===== src/include/gcu_pkg.sv =====
package gcu_pkg;
	// register pointers
	localparam logic [7:0] GCU_REG_DIR     = 8'h03;
	localparam logic [7:0] GCU_REG_DEFAULT = 8'h09;
	localparam logic [7:0] GCU_REG_LEVEL   = 8'h0f;
	localparam logic [7:0] GCU_REG_MASK    = 8'h11;
	localparam logic [7:0] GCU_REG_FLAGS   = 8'h13;
	// reset values
	localparam logic [7:0] GCU_DIR_RST     = 8'h00;
	localparam logic [7:0] GCU_DEFAULT_RST = 8'h00;
	localparam logic [7:0] GCU_MASK_RST    = 8'h00;
	localparam logic [7:0] GCU_PTR_RST     = 8'h00;
	// bus clock and data rest high, synchroniser starts there
	localparam logic [1:0] GCU_BUS_IDLE    = 2'b11;
	// bus address, upper seven bits of the address byte
	localparam logic [6:0] GCU_DEV_ADDR    = 7'h43;
	// bit count of one byte on the bus
	localparam logic [3:0] GCU_BYTE_BITS   = 4'h8;
	// number of port pins
	localparam int         GCU_PINS        = 8;

	// software-visible configuration
	typedef struct packed {
		logic [7:0] dir;     // 1 = pin is an output
		logic [7:0] dflt;    // idle level per input
		logic [7:0] mask;    // 1 = keep pin off the request line
	} gcu_cfg_t;

	// bus transaction states
	typedef enum logic [3:0] {
		GCU_ST_IDLE = 4'h0,
		GCU_ST_ADDR = 4'h1,
		GCU_ST_AACK = 4'h2,
		GCU_ST_PTR  = 4'h3,
		GCU_ST_PACK = 4'h4,
		GCU_ST_WDAT = 4'h5,
		GCU_ST_WACK = 4'h6,
		GCU_ST_RDAT = 4'h7,
		GCU_ST_RACK = 4'h8,
		GCU_ST_SKIP = 4'h9
	} gcu_state_t;
endpackage


===== src/hw/gcu_sync.sv =====
`timescale 1ns/1ns
// two-stage synchroniser for a group of outside levels
module gcu_sync #(
	parameter int           W       = 1,
	parameter logic [W-1:0] RST_VAL = '0
) (
	// clock and reset
	input  wire logic         clock,
	input  wire logic         srst,
	// levels
	input  wire logic [W-1:0] async_in,
	output logic      [W-1:0] sync_out
);
	logic [W-1:0] stage1;   // read only by the second stage
	logic [W-1:0] next_stage1;
	logic [W-1:0] next_sync_out;

	// a group narrower than one bit has nothing to carry
	if (W < 1) begin : g_bad_width
		$error("sync width must be at least one");
	end

	// next values
	always_comb begin
		next_stage1   = async_in;
		next_sync_out = stage1;
	end

	// registers
	always_ff @(posedge clock) begin
		if (srst) begin
			// idle level, so no false edge follows reset
			stage1   <= RST_VAL;
			sync_out <= RST_VAL;
		end else begin
			stage1   <= next_stage1;
			sync_out <= next_sync_out;
		end
	end
endmodule // gcu_sync


===== src/hw/gcu_top.sv =====
`timescale 1ns/1ns
// Overview of operation
// - request line is open-drain, driven low only
// - change sets status bit, pulls request low
// - status bit holds until status register read
// - no new event until pin returns default
// - level register shows present input pin levels
// - request stays low until host services it
// - detection runs on core clock, not bus clock
// - one register per read, no auto-increment
// - read without pointer uses stored pointer
// - answers address byte 86h write, 87h read
// - event only when level opposes default bit
// - mask blocks request line, status still sets
// - output pins never flag nor request
module gcu_top
	import gcu_pkg::*;
#(
	parameter logic [6:0] DEV_ADDR = GCU_DEV_ADDR
) (
	// clock and reset
	input  wire logic                clock,
	input  wire logic                srst,
	// bus pins, data line split into in, out and enable
	input  wire logic                scl_in,
	input  wire logic                sda_in,
	output logic                     sda_out,
	output logic                     sda_oe,
	// port pins as seen by the input buffers
	input  wire logic [GCU_PINS-1:0] pin_in,
	// open-drain request line
	output logic                     int_n_out,
	output logic                     int_n_oe,
	// configuration for the port drivers
	output logic [GCU_PINS-1:0]      pin_dir
);
	// synchronised outside levels
	logic [GCU_PINS+1:0] sync_lvl;
	logic                scl_s;          // bus clock, synchronised
	logic                sda_s;          // bus data, synchronised
	logic [GCU_PINS-1:0] pin_s;          // pins, synchronised
	logic                scl_d;          // previous bus clock
	logic                sda_d;          // previous bus data
	logic                scl_rise;
	logic                scl_fall;
	logic                bus_start;
	logic                bus_stop;

	// bus engine state
	gcu_state_t          state;
	gcu_state_t          next_state;
	logic [3:0]          bits;           // bits seen in this byte
	logic [3:0]          next_bits;
	logic [7:0]          shift;          // incoming byte
	logic [7:0]          next_shift;
	logic [7:0]          rbyte;          // outgoing byte
	logic [7:0]          next_rbyte;
	logic                rw;             // 1 = read transfer
	logic                next_rw;
	logic [7:0]          ptr;            // stored register pointer
	logic [7:0]          next_ptr;
	logic                next_sda_oe;
	gcu_cfg_t            cfg;
	gcu_cfg_t            next_cfg;
	logic [7:0]          clr;            // status bits taken by a read

	// change detection state
	logic [7:0]          flags;          // latched change events
	logic [7:0]          next_flags;
	logic [7:0]          armed;          // pin may raise a new event
	logic [7:0]          next_armed;
	logic                next_int_oe;
	logic [7:0]          is_input;
	logic [7:0]          off_dflt;
	logic [7:0]          level;

	// register read decode
	function automatic logic [7:0] reg_read(input logic [7:0] p, input gcu_cfg_t c,
		input logic [7:0] lv, input logic [7:0] fl);
		case (p)
			GCU_REG_DIR:     reg_read = c.dir;
			GCU_REG_DEFAULT: reg_read = c.dflt;
			GCU_REG_MASK:    reg_read = c.mask;
			GCU_REG_LEVEL:   reg_read = lv;
			GCU_REG_FLAGS:   reg_read = fl;
			default:         reg_read = 8'h00;
		endcase
	endfunction

	// all outside levels pass two flops
	gcu_sync #(
		.W      (GCU_PINS + 2),
		.RST_VAL({GCU_BUS_IDLE, {GCU_PINS{1'b0}}})
	) u_sync (
		.clock   (clock),
		.srst    (srst),
		.async_in({scl_in, sda_in, pin_in}),
		.sync_out(sync_lvl)
	);

	assign scl_s     = sync_lvl[GCU_PINS+1];
	assign sda_s     = sync_lvl[GCU_PINS];
	assign pin_s     = sync_lvl[GCU_PINS-1:0];
	assign scl_rise  = scl_s & ~scl_d;
	assign scl_fall  = ~scl_s & scl_d;
	// start and stop are data edges while the clock is high
	assign bus_start = scl_s & scl_d & sda_d & ~sda_s;
	assign bus_stop  = scl_s & scl_d & ~sda_d & sda_s;

	assign is_input  = ~cfg.dir;
	// mismatch against the default, inputs only
	assign off_dflt  = (pin_s ^ cfg.dflt) & is_input;
	// outputs read low in the level register
	assign level     = pin_s & is_input;

	// bus engine: next values
	always_comb begin
		next_state  = state;
		next_bits   = bits;
		next_shift  = shift;
		next_rbyte  = rbyte;
		next_rw     = rw;
		next_ptr    = ptr;
		next_sda_oe = sda_oe;
		next_cfg    = cfg;
		clr         = 8'h00;
		if (bus_start) begin
			// also a repeated start; pointer kept
			next_state  = GCU_ST_ADDR;
			next_bits   = 4'h0;
			next_sda_oe = 1'b0;
		end else if (bus_stop) begin
			next_state  = GCU_ST_IDLE;
			next_sda_oe = 1'b0;
		end else if (scl_rise) begin
			// sample on the rising clock
			case (state)
				GCU_ST_ADDR, GCU_ST_PTR, GCU_ST_WDAT: begin
					next_shift = {shift[6:0], sda_s};
					next_bits  = bits + 4'h1;
				end
				GCU_ST_RDAT: next_bits = bits + 4'h1;
				GCU_ST_RACK: next_state = GCU_ST_SKIP;
				default: ;
			endcase
		end else if (scl_fall) begin
			// drive on the falling clock so data is stable while high
			case (state)
				GCU_ST_ADDR: begin
					if (bits == GCU_BYTE_BITS) begin
						if (shift[7:1] == DEV_ADDR) begin
							next_state  = GCU_ST_AACK;
							next_rw     = shift[0];
							next_sda_oe = 1'b1;
						end else begin
							next_state = GCU_ST_SKIP;
						end
					end
				end
				GCU_ST_AACK: begin
					next_bits = 4'h0;
					if (rw) begin
						// stored pointer serves a bare read
						next_rbyte  = reg_read(ptr, cfg, level, flags);
						next_sda_oe = ~next_rbyte[7];
						next_state  = GCU_ST_RDAT;
						if (ptr == GCU_REG_FLAGS) begin
							clr = flags;
						end
					end else begin
						next_sda_oe = 1'b0;
						next_state  = GCU_ST_PTR;
					end
				end
				GCU_ST_PTR: begin
					if (bits == GCU_BYTE_BITS) begin
						next_ptr    = shift;
						next_sda_oe = 1'b1;
						next_state  = GCU_ST_PACK;
					end
				end
				GCU_ST_WDAT: begin
					if (bits == GCU_BYTE_BITS) begin
						case (ptr)
							GCU_REG_DIR:     next_cfg.dir  = shift;
							GCU_REG_DEFAULT: next_cfg.dflt = shift;
							GCU_REG_MASK:    next_cfg.mask = shift;
							default: ;
						endcase
						next_sda_oe = 1'b1;
						next_state  = GCU_ST_WACK;
					end
				end
				GCU_ST_PACK, GCU_ST_WACK: begin
					// pointer never moves on, later bytes hit the same register
					next_sda_oe = 1'b0;
					next_bits   = 4'h0;
					next_state  = GCU_ST_WDAT;
				end
				GCU_ST_RDAT: begin
					if (bits == GCU_BYTE_BITS) begin
						next_sda_oe = 1'b0;
						next_state  = GCU_ST_RACK;
					end else begin
						next_rbyte  = {rbyte[6:0], 1'b0};
						next_sda_oe = ~rbyte[6];
					end
				end
				default: ;
			endcase
		end
	end

	// bus engine: registers
	always_ff @(posedge clock) begin
		if (srst) begin
			state  <= GCU_ST_IDLE;
			bits   <= 4'h0;
			shift  <= 8'h00;
			rbyte  <= 8'h00;
			rw     <= 1'b0;
			ptr    <= GCU_PTR_RST;
			sda_oe <= 1'b0;
			cfg    <= '{dir: GCU_DIR_RST, dflt: GCU_DEFAULT_RST, mask: GCU_MASK_RST};
			scl_d  <= 1'b1;
			sda_d  <= 1'b1;
		end else begin
			state  <= next_state;
			bits   <= next_bits;
			shift  <= next_shift;
			rbyte  <= next_rbyte;
			rw     <= next_rw;
			ptr    <= next_ptr;
			sda_oe <= next_sda_oe;
			cfg    <= next_cfg;
			scl_d  <= scl_s;
			sda_d  <= sda_s;
		end
	end

	// change detection: next values, core clock only
	always_comb begin
		// re-arm once the pin is back at its default level
		next_armed  = ~off_dflt | (armed & off_dflt & ~flags);
		// a new event wins over a clear in the same cycle
		next_flags  = ((flags & ~clr) | (off_dflt & armed)) & is_input;
		// masked bits still latch but stay off the line
		next_int_oe = |(next_flags & ~cfg.mask);
	end

	// change detection: registers
	always_ff @(posedge clock) begin
		if (srst) begin
			flags     <= 8'h00;
			armed     <= 8'hff;
			int_n_oe  <= 1'b0;
			int_n_out <= 1'b0;
			sda_out   <= 1'b0;
			pin_dir   <= 8'h00;
		end else begin
			flags     <= next_flags;
			armed     <= next_armed;
			int_n_oe  <= next_int_oe;
			int_n_out <= 1'b0;
			sda_out   <= 1'b0;
			pin_dir   <= next_cfg.dir;
		end
	end
endmodule // gcu_top


===== config.mk =====
export PLATFORM = sky130hd
export DESIGN_NAME = gcu_top
export DESIGN_NICKNAME = d
export VERILOG_FILES = /design/src/include/gcu_pkg.sv /design/src/hw/gcu_sync.sv /design/src/hw/gcu_top.sv
export SDC_FILE = /design/constraint.sdc
export NUM_CORES = 1
export LEC_CHECK = 0
export BUFFER_PORTS_ARGS = -buffer_cell sky130_fd_sc_hd__buf_2
export CORE_ASPECT_RATIO = 0.6
export CORE_MARGIN = 2
export CORE_UTILIZATION = 30
export DETAILED_ROUTE_END_ITERATION = 10
export SETUP_SLACK_MARGIN = 0.1
export SLEW_MARGIN = 25
export SYNTH_ARGS = -nofsm -noshare
export SYNTH_HDL_FRONTEND = slang
export SYNTH_SLANG_ARGS = --single-unit

===== constraint.sdc =====
create_clock -name clock -period 3.35 [get_ports clock]
set_input_delay 0.335 -clock clock [delete_from_list [all_inputs] [get_ports clock]]
set_output_delay 0.335 -clock clock [all_outputs]
set_load 0.01 [all_outputs]

# Word level (Yosys, flattened, before mapping)
# Index checks and enable logic that the tools add are counted.
dict set report word_totals {
  reg_bits 96
  out_inout_bits 12
  word_cells 155
}
dict set report op_classes {
  add_sub_neg 1
  eq_ne 31
  mux 48
  bitwise 31
  n_reduce_logical 26
}
# operator n
set op_table {}
lappend op_table {{2-to-1 mux 24 bit} 6}
lappend op_table {{2-to-1 mux 8 bit} 16}
lappend op_table {{bitwise AND 8 bit} 7}
lappend op_table {{AND reduction 7 bit} 7}
lappend op_table {{2-to-1 mux 4 bit} 12}
lappend op_table {{inverter 8 bit} 5}
lappend op_table {{one-hot mux 8 bit (5 select lines)} 1}
lappend op_table {{one-hot mux 4 bit (6 select lines)} 1}
lappend op_table {{!= test 5 bit, second input constant} 4}
lappend op_table {{== test 4 x 3 -> 1 bit, second input constant} 4}
lappend op_table {{== test 8 x 4 -> 1 bit, second input constant} 2}
lappend op_table {{== test 8 x 5 -> 1 bit, second input constant} 2}
lappend op_table {{bitwise OR 8 bit} 2}
lappend op_table {{2-to-1 mux 7 bit} 2}
lappend op_table {{one-hot mux 7 bit (2 select lines)} 1}
lappend op_table {{!= test 3 bit, second input constant} 4}
lappend op_table {{AND reduction 6 bit} 2}
lappend op_table {{!= test 2 bit, second input constant} 5}
lappend op_table {{inverter 1 bit} 9}
lappend op_table {{nonzero test 9 bit} 1}
lappend op_table {{OR reduction 3 bit} 3}
lappend op_table {{== test 4 x 2 -> 1 bit, second input constant} 2}
lappend op_table {{== test 4 bit, second input constant} 2}
lappend op_table {{== test 8 x 2 -> 1 bit, second input constant} 1}
lappend op_table {{18 further kinds} 36}

# Logic depth before layout (Yosys ltp)
dict set report depth {
  word_depth 14
  ltp_mapped 9
}

# By module
# A second synthesis with hierarchy kept.
dict set report hier_totals {
  cells_unflattened 526
  hier_area_um2 4665.7
}
# module n_inst cells_each area_per_inst_um2 seq_area_each_um2
set modules_own_cells {}
lappend modules_own_cells {gcu_top 1 484 4124.0 1521.5}
lappend modules_own_cells {gcu_sync 1 42 541.8 400.4}

# Least setup slack after synthesis
# OpenSTA, ideal clock, no wires.
dict set report synth_path {
  kind {reg2reg}
  start {register u_sync.sync_out[9]}
  end {register rbyte[1]}
  t_arrival_ns 1.811
  t_required_ns 3.230
  path_slack_ns 1.420
  stages_incl_launch_ff 10
  path_buffers 2
  cell_sequence {dfxtp_1 inv_1 ha_1 clkbuf_1 inv_1 a211oi_1 o21a_1 buf_2 nor3b_1 a211o_1}
}
dict set report synth_between {
  elab_chain_len 5
  elab_cells_between_ends 12
  classes_between {bitwise: 11; reduce/logical: 1}
}
# item line
set synth_lines {}
lappend synth_lines {{from (decl)} gcu_sync.sv:12} ;# output logic [W-1:0] sync_out
lappend synth_lines {{from (signal assigned)} gcu_sync.sv:37} ;# sync_out <= next_sync_out;
lappend synth_lines {{bitwise AND 1 bit} {gcu_top.sv:107, gcu_top.sv:108}}
lappend synth_lines {{bitwise AND 1 bit (on tied branches) (2 in series)} {gcu_top.sv:108, gcu_top.sv:107}}
lappend synth_lines {{inverter 1 bit (no line)} -}
lappend synth_lines {{AND reduction 7 bit (no line) *} -}
lappend synth_lines {{to (signal assigned)} gcu_top.sv:231} ;# rbyte <= next_rbyte;
lappend synth_lines {{to (decl)} gcu_top.sv:56} ;# logic [7:0] rbyte;
# Every way passes the cells marked *; elsewhere a longest branch is shown, timed or not.
# A chain may end at the register's enable or synchronous reset.

# Worst setup path after layout
dict set report layout_path {
  start {register ptr[4]}
  end {register rbyte[5]}
}
dict set report layout_between {
  elab_chain_len 10
  elab_cells_between_ends 14
  classes_between {eq/ne: 5; mux: 9}
}
# item line
set layout_lines {}
lappend layout_lines {{from (decl)} gcu_top.sv:60} ;# logic [7:0] ptr;
lappend layout_lines {{from (signal assigned)} gcu_top.sv:233} ;# ptr <= next_ptr;
lappend layout_lines {{== test 8 x 5 -> 1 bit (tied with other cells)} gcu_top.sv:80} ;# case (p)
lappend layout_lines {{one-hot mux 8 bit (5 select lines) *} gcu_top.sv:80}
lappend layout_lines {{2-to-1 mux 8 bit *} gcu_top.sv:162} ;# if (rw) begin
lappend layout_lines {{2-to-1 mux 8 bit *} gcu_top.sv:148} ;# case (state)
lappend layout_lines {{2-to-1 mux 8 bit *} gcu_top.sv:146} ;# end else if (scl_fall) begin
lappend layout_lines {{2-to-1 mux 8 bit *} gcu_top.sv:135} ;# end else if (scl_rise) begin
lappend layout_lines {{2-to-1 mux 8 bit *} gcu_top.sv:132} ;# end else if (bus_stop) begin
lappend layout_lines {{2-to-1 mux 8 bit *} gcu_top.sv:127} ;# if (bus_start) begin
lappend layout_lines {{2-to-1 mux 7 bit *} gcu_top.sv:162}
lappend layout_lines {{one-hot mux 7 bit (2 select lines) *} gcu_top.sv:148}
# Every way passes the cells marked *; elsewhere a longest branch is shown, timed or not. The select of a mux whose other input is x is not followed.

==> results.sh <==
export IMPL_tightest_slew_ns=1.06
export IMPL_antenna_found_initial=0
export IMPL_critPathLaunchType="flip-flop"
export IMPL_clk_latency_ns=0.36
export IMPL_required_ns=3.64
export IMPL_synth_warnings=0
export IMPL_ys_seq_area_share_pct=42.5
export IMPL_drc_errors=0
export IMPL_yosysMostFrequentCell="dfxtp_1"
export IMPL_slew_headroom_pct=28.5
export IMPL_synth_seq_cells=96
export IMPL_dpl_hpwl_um=8930
export IMPL_cp_arrival_ns=2.82
export IMPL_holdBufCountCts=0
export IMPL_grt_pass1_wl_um=18900
export IMPL_p_per_area_mw_per_mm2=461
export IMPL_synth_edf_count=0
export IMPL_slowest_stage="o311ai_0"
export IMPL_tns_ns=0
export IMPL_holdCritPathClass="in -> reg"
export IMPL_max_stage_delay_ns=0.95
export IMPL_die_w_um=162
export IMPL_layout_nets=527
export IMPL_ant_nets=0
export IMPL_cp_max_fo=13
export IMPL_cap_violations=0
export IMPL_path_class="reg -> reg"
export IMPL_drv_slew=0
export IMPL_avgSynthCellArea_sq_um=8.87
export IMPL_drive_gt1_share_pct=10.9
export IMPL_postCtsSetupRepairBufs=0
export IMPL_pin_count=24
export IMPL_initial_core_util_pct=31.0
export IMPL_n_antenna_cell=0
export IMPL_setup_viol=0
export IMPL_gr_total_overflow=0
export IMPL_drt_initial_drc_count=371
export IMPL_cp_end_kind="flip-flop"
export IMPL_final_cell_area_sq_mm=0.00502
export IMPL_critPathLaunch="ptr[4]"
export IMPL_rsz0062_at_grt="no"
export IMPL_firstDrtPassIters=6
export IMPL_clk_pin_slew_ns=0.07
export IMPL_finClkSkew_ns=0.0131
export IMPL_numCtsBuffers=9
export IMPL_worstPathCellList="nor2b_1 > nand3_1 > o311ai_0 > o2bb2ai_1"
export IMPL_gp_congestion=0.952
export IMPL_avgRoutedWirePerCell_um=16.9
export IMPL_min_from="scl_in"
export IMPL_cts_resized=0
export IMPL_grt_usage_pct=15.5
export IMPL_io_buffers=21
export IMPL_vias=3726
export IMPL_clkSinkCount=96
export IMPL_dieArea_sq_mm=0.0161
export IMPL_core_area_sq_mm=0.0146
export IMPL_ys_async_sr_fraction_pct=0
export IMPL_area_growth_pct=11.2
export IMPL_synthTopCellsByArea="dfxtp_1, mux2i_1, nor2_1"
export IMPL_synth_common_cells="dfxtp_1, nor2_1, mux2i_1"
export IMPL_syn_inst=509
export IMPL_synth_ff_type="dfxtp_1"
export IMPL_placed_area_sq_mm=0.00471
export IMPL_clock_path_buffers=2
export IMPL_grt_pass1_vias=3359
export IMPL_period_needed_ns=2.53
export IMPL_synth_cell_types=55
export IMPL_syn_area_sq_mm=0.00452
export IMPL_p_leak_nw=1.95
export IMPL_peakVddDrop_uv=210
export IMPL_min_period_over_period_pct=75.6
export IMPL_fmax_ghz=0.395
export IMPL_finalHoldViolCount=0
export IMPL_status="finished, final reports clean"
export IMPL_grt_max_degree=39
export IMPL_synth_top_area_share_pct=42.5
export IMPL_htree_levels=3
export IMPL_clockRootBuffer="clkbuf_16"
export IMPL_viasPerCell=5.23
export IMPL_die_h_um=99.0
export IMPL_cts_tree="done"
export IMPL_wirelength_um=12100
export IMPL_r2r_start="ptr[4]"
export IMPL_fp_row_count=34
export IMPL_synth_top_area_cell="dfxtp_1"
## layer usage
layer  global-route usage, %  share of wire (%)  up-vias
li1                        -                  -     1790
met1                    24.0                 51     1778
met2                    19.2                 37      150
met3                    6.44                 11        8
met4                    3.68               0.65        0
met5                       0                  0        -
## cell type report
cell class	count	area (sq um)
flip-flops and latches	96	1920
fillers	1500	9570
multi-input cells	359	2340
repair buffers	25	135
well taps	198	248
clock buffers	9	225
inverters	19	71.3
clock inverters	7	81.3
## worst paths after layout
path / to / slack [ns] / cells after the start
worst max-delay path: rbyte[5] / 0.82 / 4
worst min-delay path: u_sync.next_sync_out[9] / 0.16 / 2
worst max register to register: rbyte[5] / 0.82 / 4
worst min register to register: u_sync.sync_out[8] / 0.43 / 1
## per-stage QoR
stage | hold WS, ns | setup WS [ns] | std cells | total power, W | util (%)
after floorplan | 0.389 | 1.42 | 510 | 0.00127 | -
after global placement | 0.403 | 0.993 | 697 | 0.00130 | 32.3
after detailed placement | 0.402 | 0.992 | 697 | 0.00130 | 32.3
after CTS | 0.157 | 0.977 | 713 | 0.00234 | 34.4
after global routing | 0.157 | 0.802 | 713 | 0.00241 | 34.4
final | 0.162 | 0.819 | 713 | 0.00232 | 34.4
## cell usage in the layout (no fill, tap or decap), types with 4 or more instances in the layout
cell type	instances
dfxtp_1	96
nor2_1	70
mux2i_1	42
nand3_1	31
nand2_1	27
nor2b_1	21
buf_2	21
inv_1	19
a21oi_1	19
a22oi_1	13
xor2_1	10
nand2b_1	9
nor3_1	9
clkbuf_16	9
o21ai_0	8
or2_2	8
and3_1	7
o2bb2ai_1	6
nor3b_1	5
nand4_1	5
ha_1	5
and2_1	4
a32oi_1	4
o22ai_1	4
buf_4	4
## critical path, delay by kind of cell, from the launching register on
family           cells  cell delay (ns)
AO/OA/AOI/OAI        2             1.13
AND/OR/NAND/NOR      2             0.84
flip-flops           1             0.50
## registers in the layout, indices dropped and copies added, names as in the netlist, 7 cells and up
register	flops
rbyte	7
shift	8
ptr	8
cfg	16
u_sync.next_sync_out	10
flags	8
armed	8
u_sync.sync_out	10
pin_dir	8
## power by group
group           total, W  switching, W  internal (W)
registers        0.00118     0.0000197       0.00116
logic          0.0000966     0.0000576     0.0000390
clock network    0.00104      0.000506      0.000533
## cell families (layout without fill, tap and decap cells)
group	count (synthesis)	count (layout)	synth area share, %
buffers and inverters	55	60	5.76
AOI/OAI and AO/OA	86	86	13.9
and+or+nand+nor	211	211	24.4
other	1	2	0.0830
DFF	96	96	42.5
muxes	43	43	9.56
adders and majority gates	5	5	1.39
xor gates and xnor gates	12	12	2.33
No activity file was read; power rests on OpenSTA's default activity.
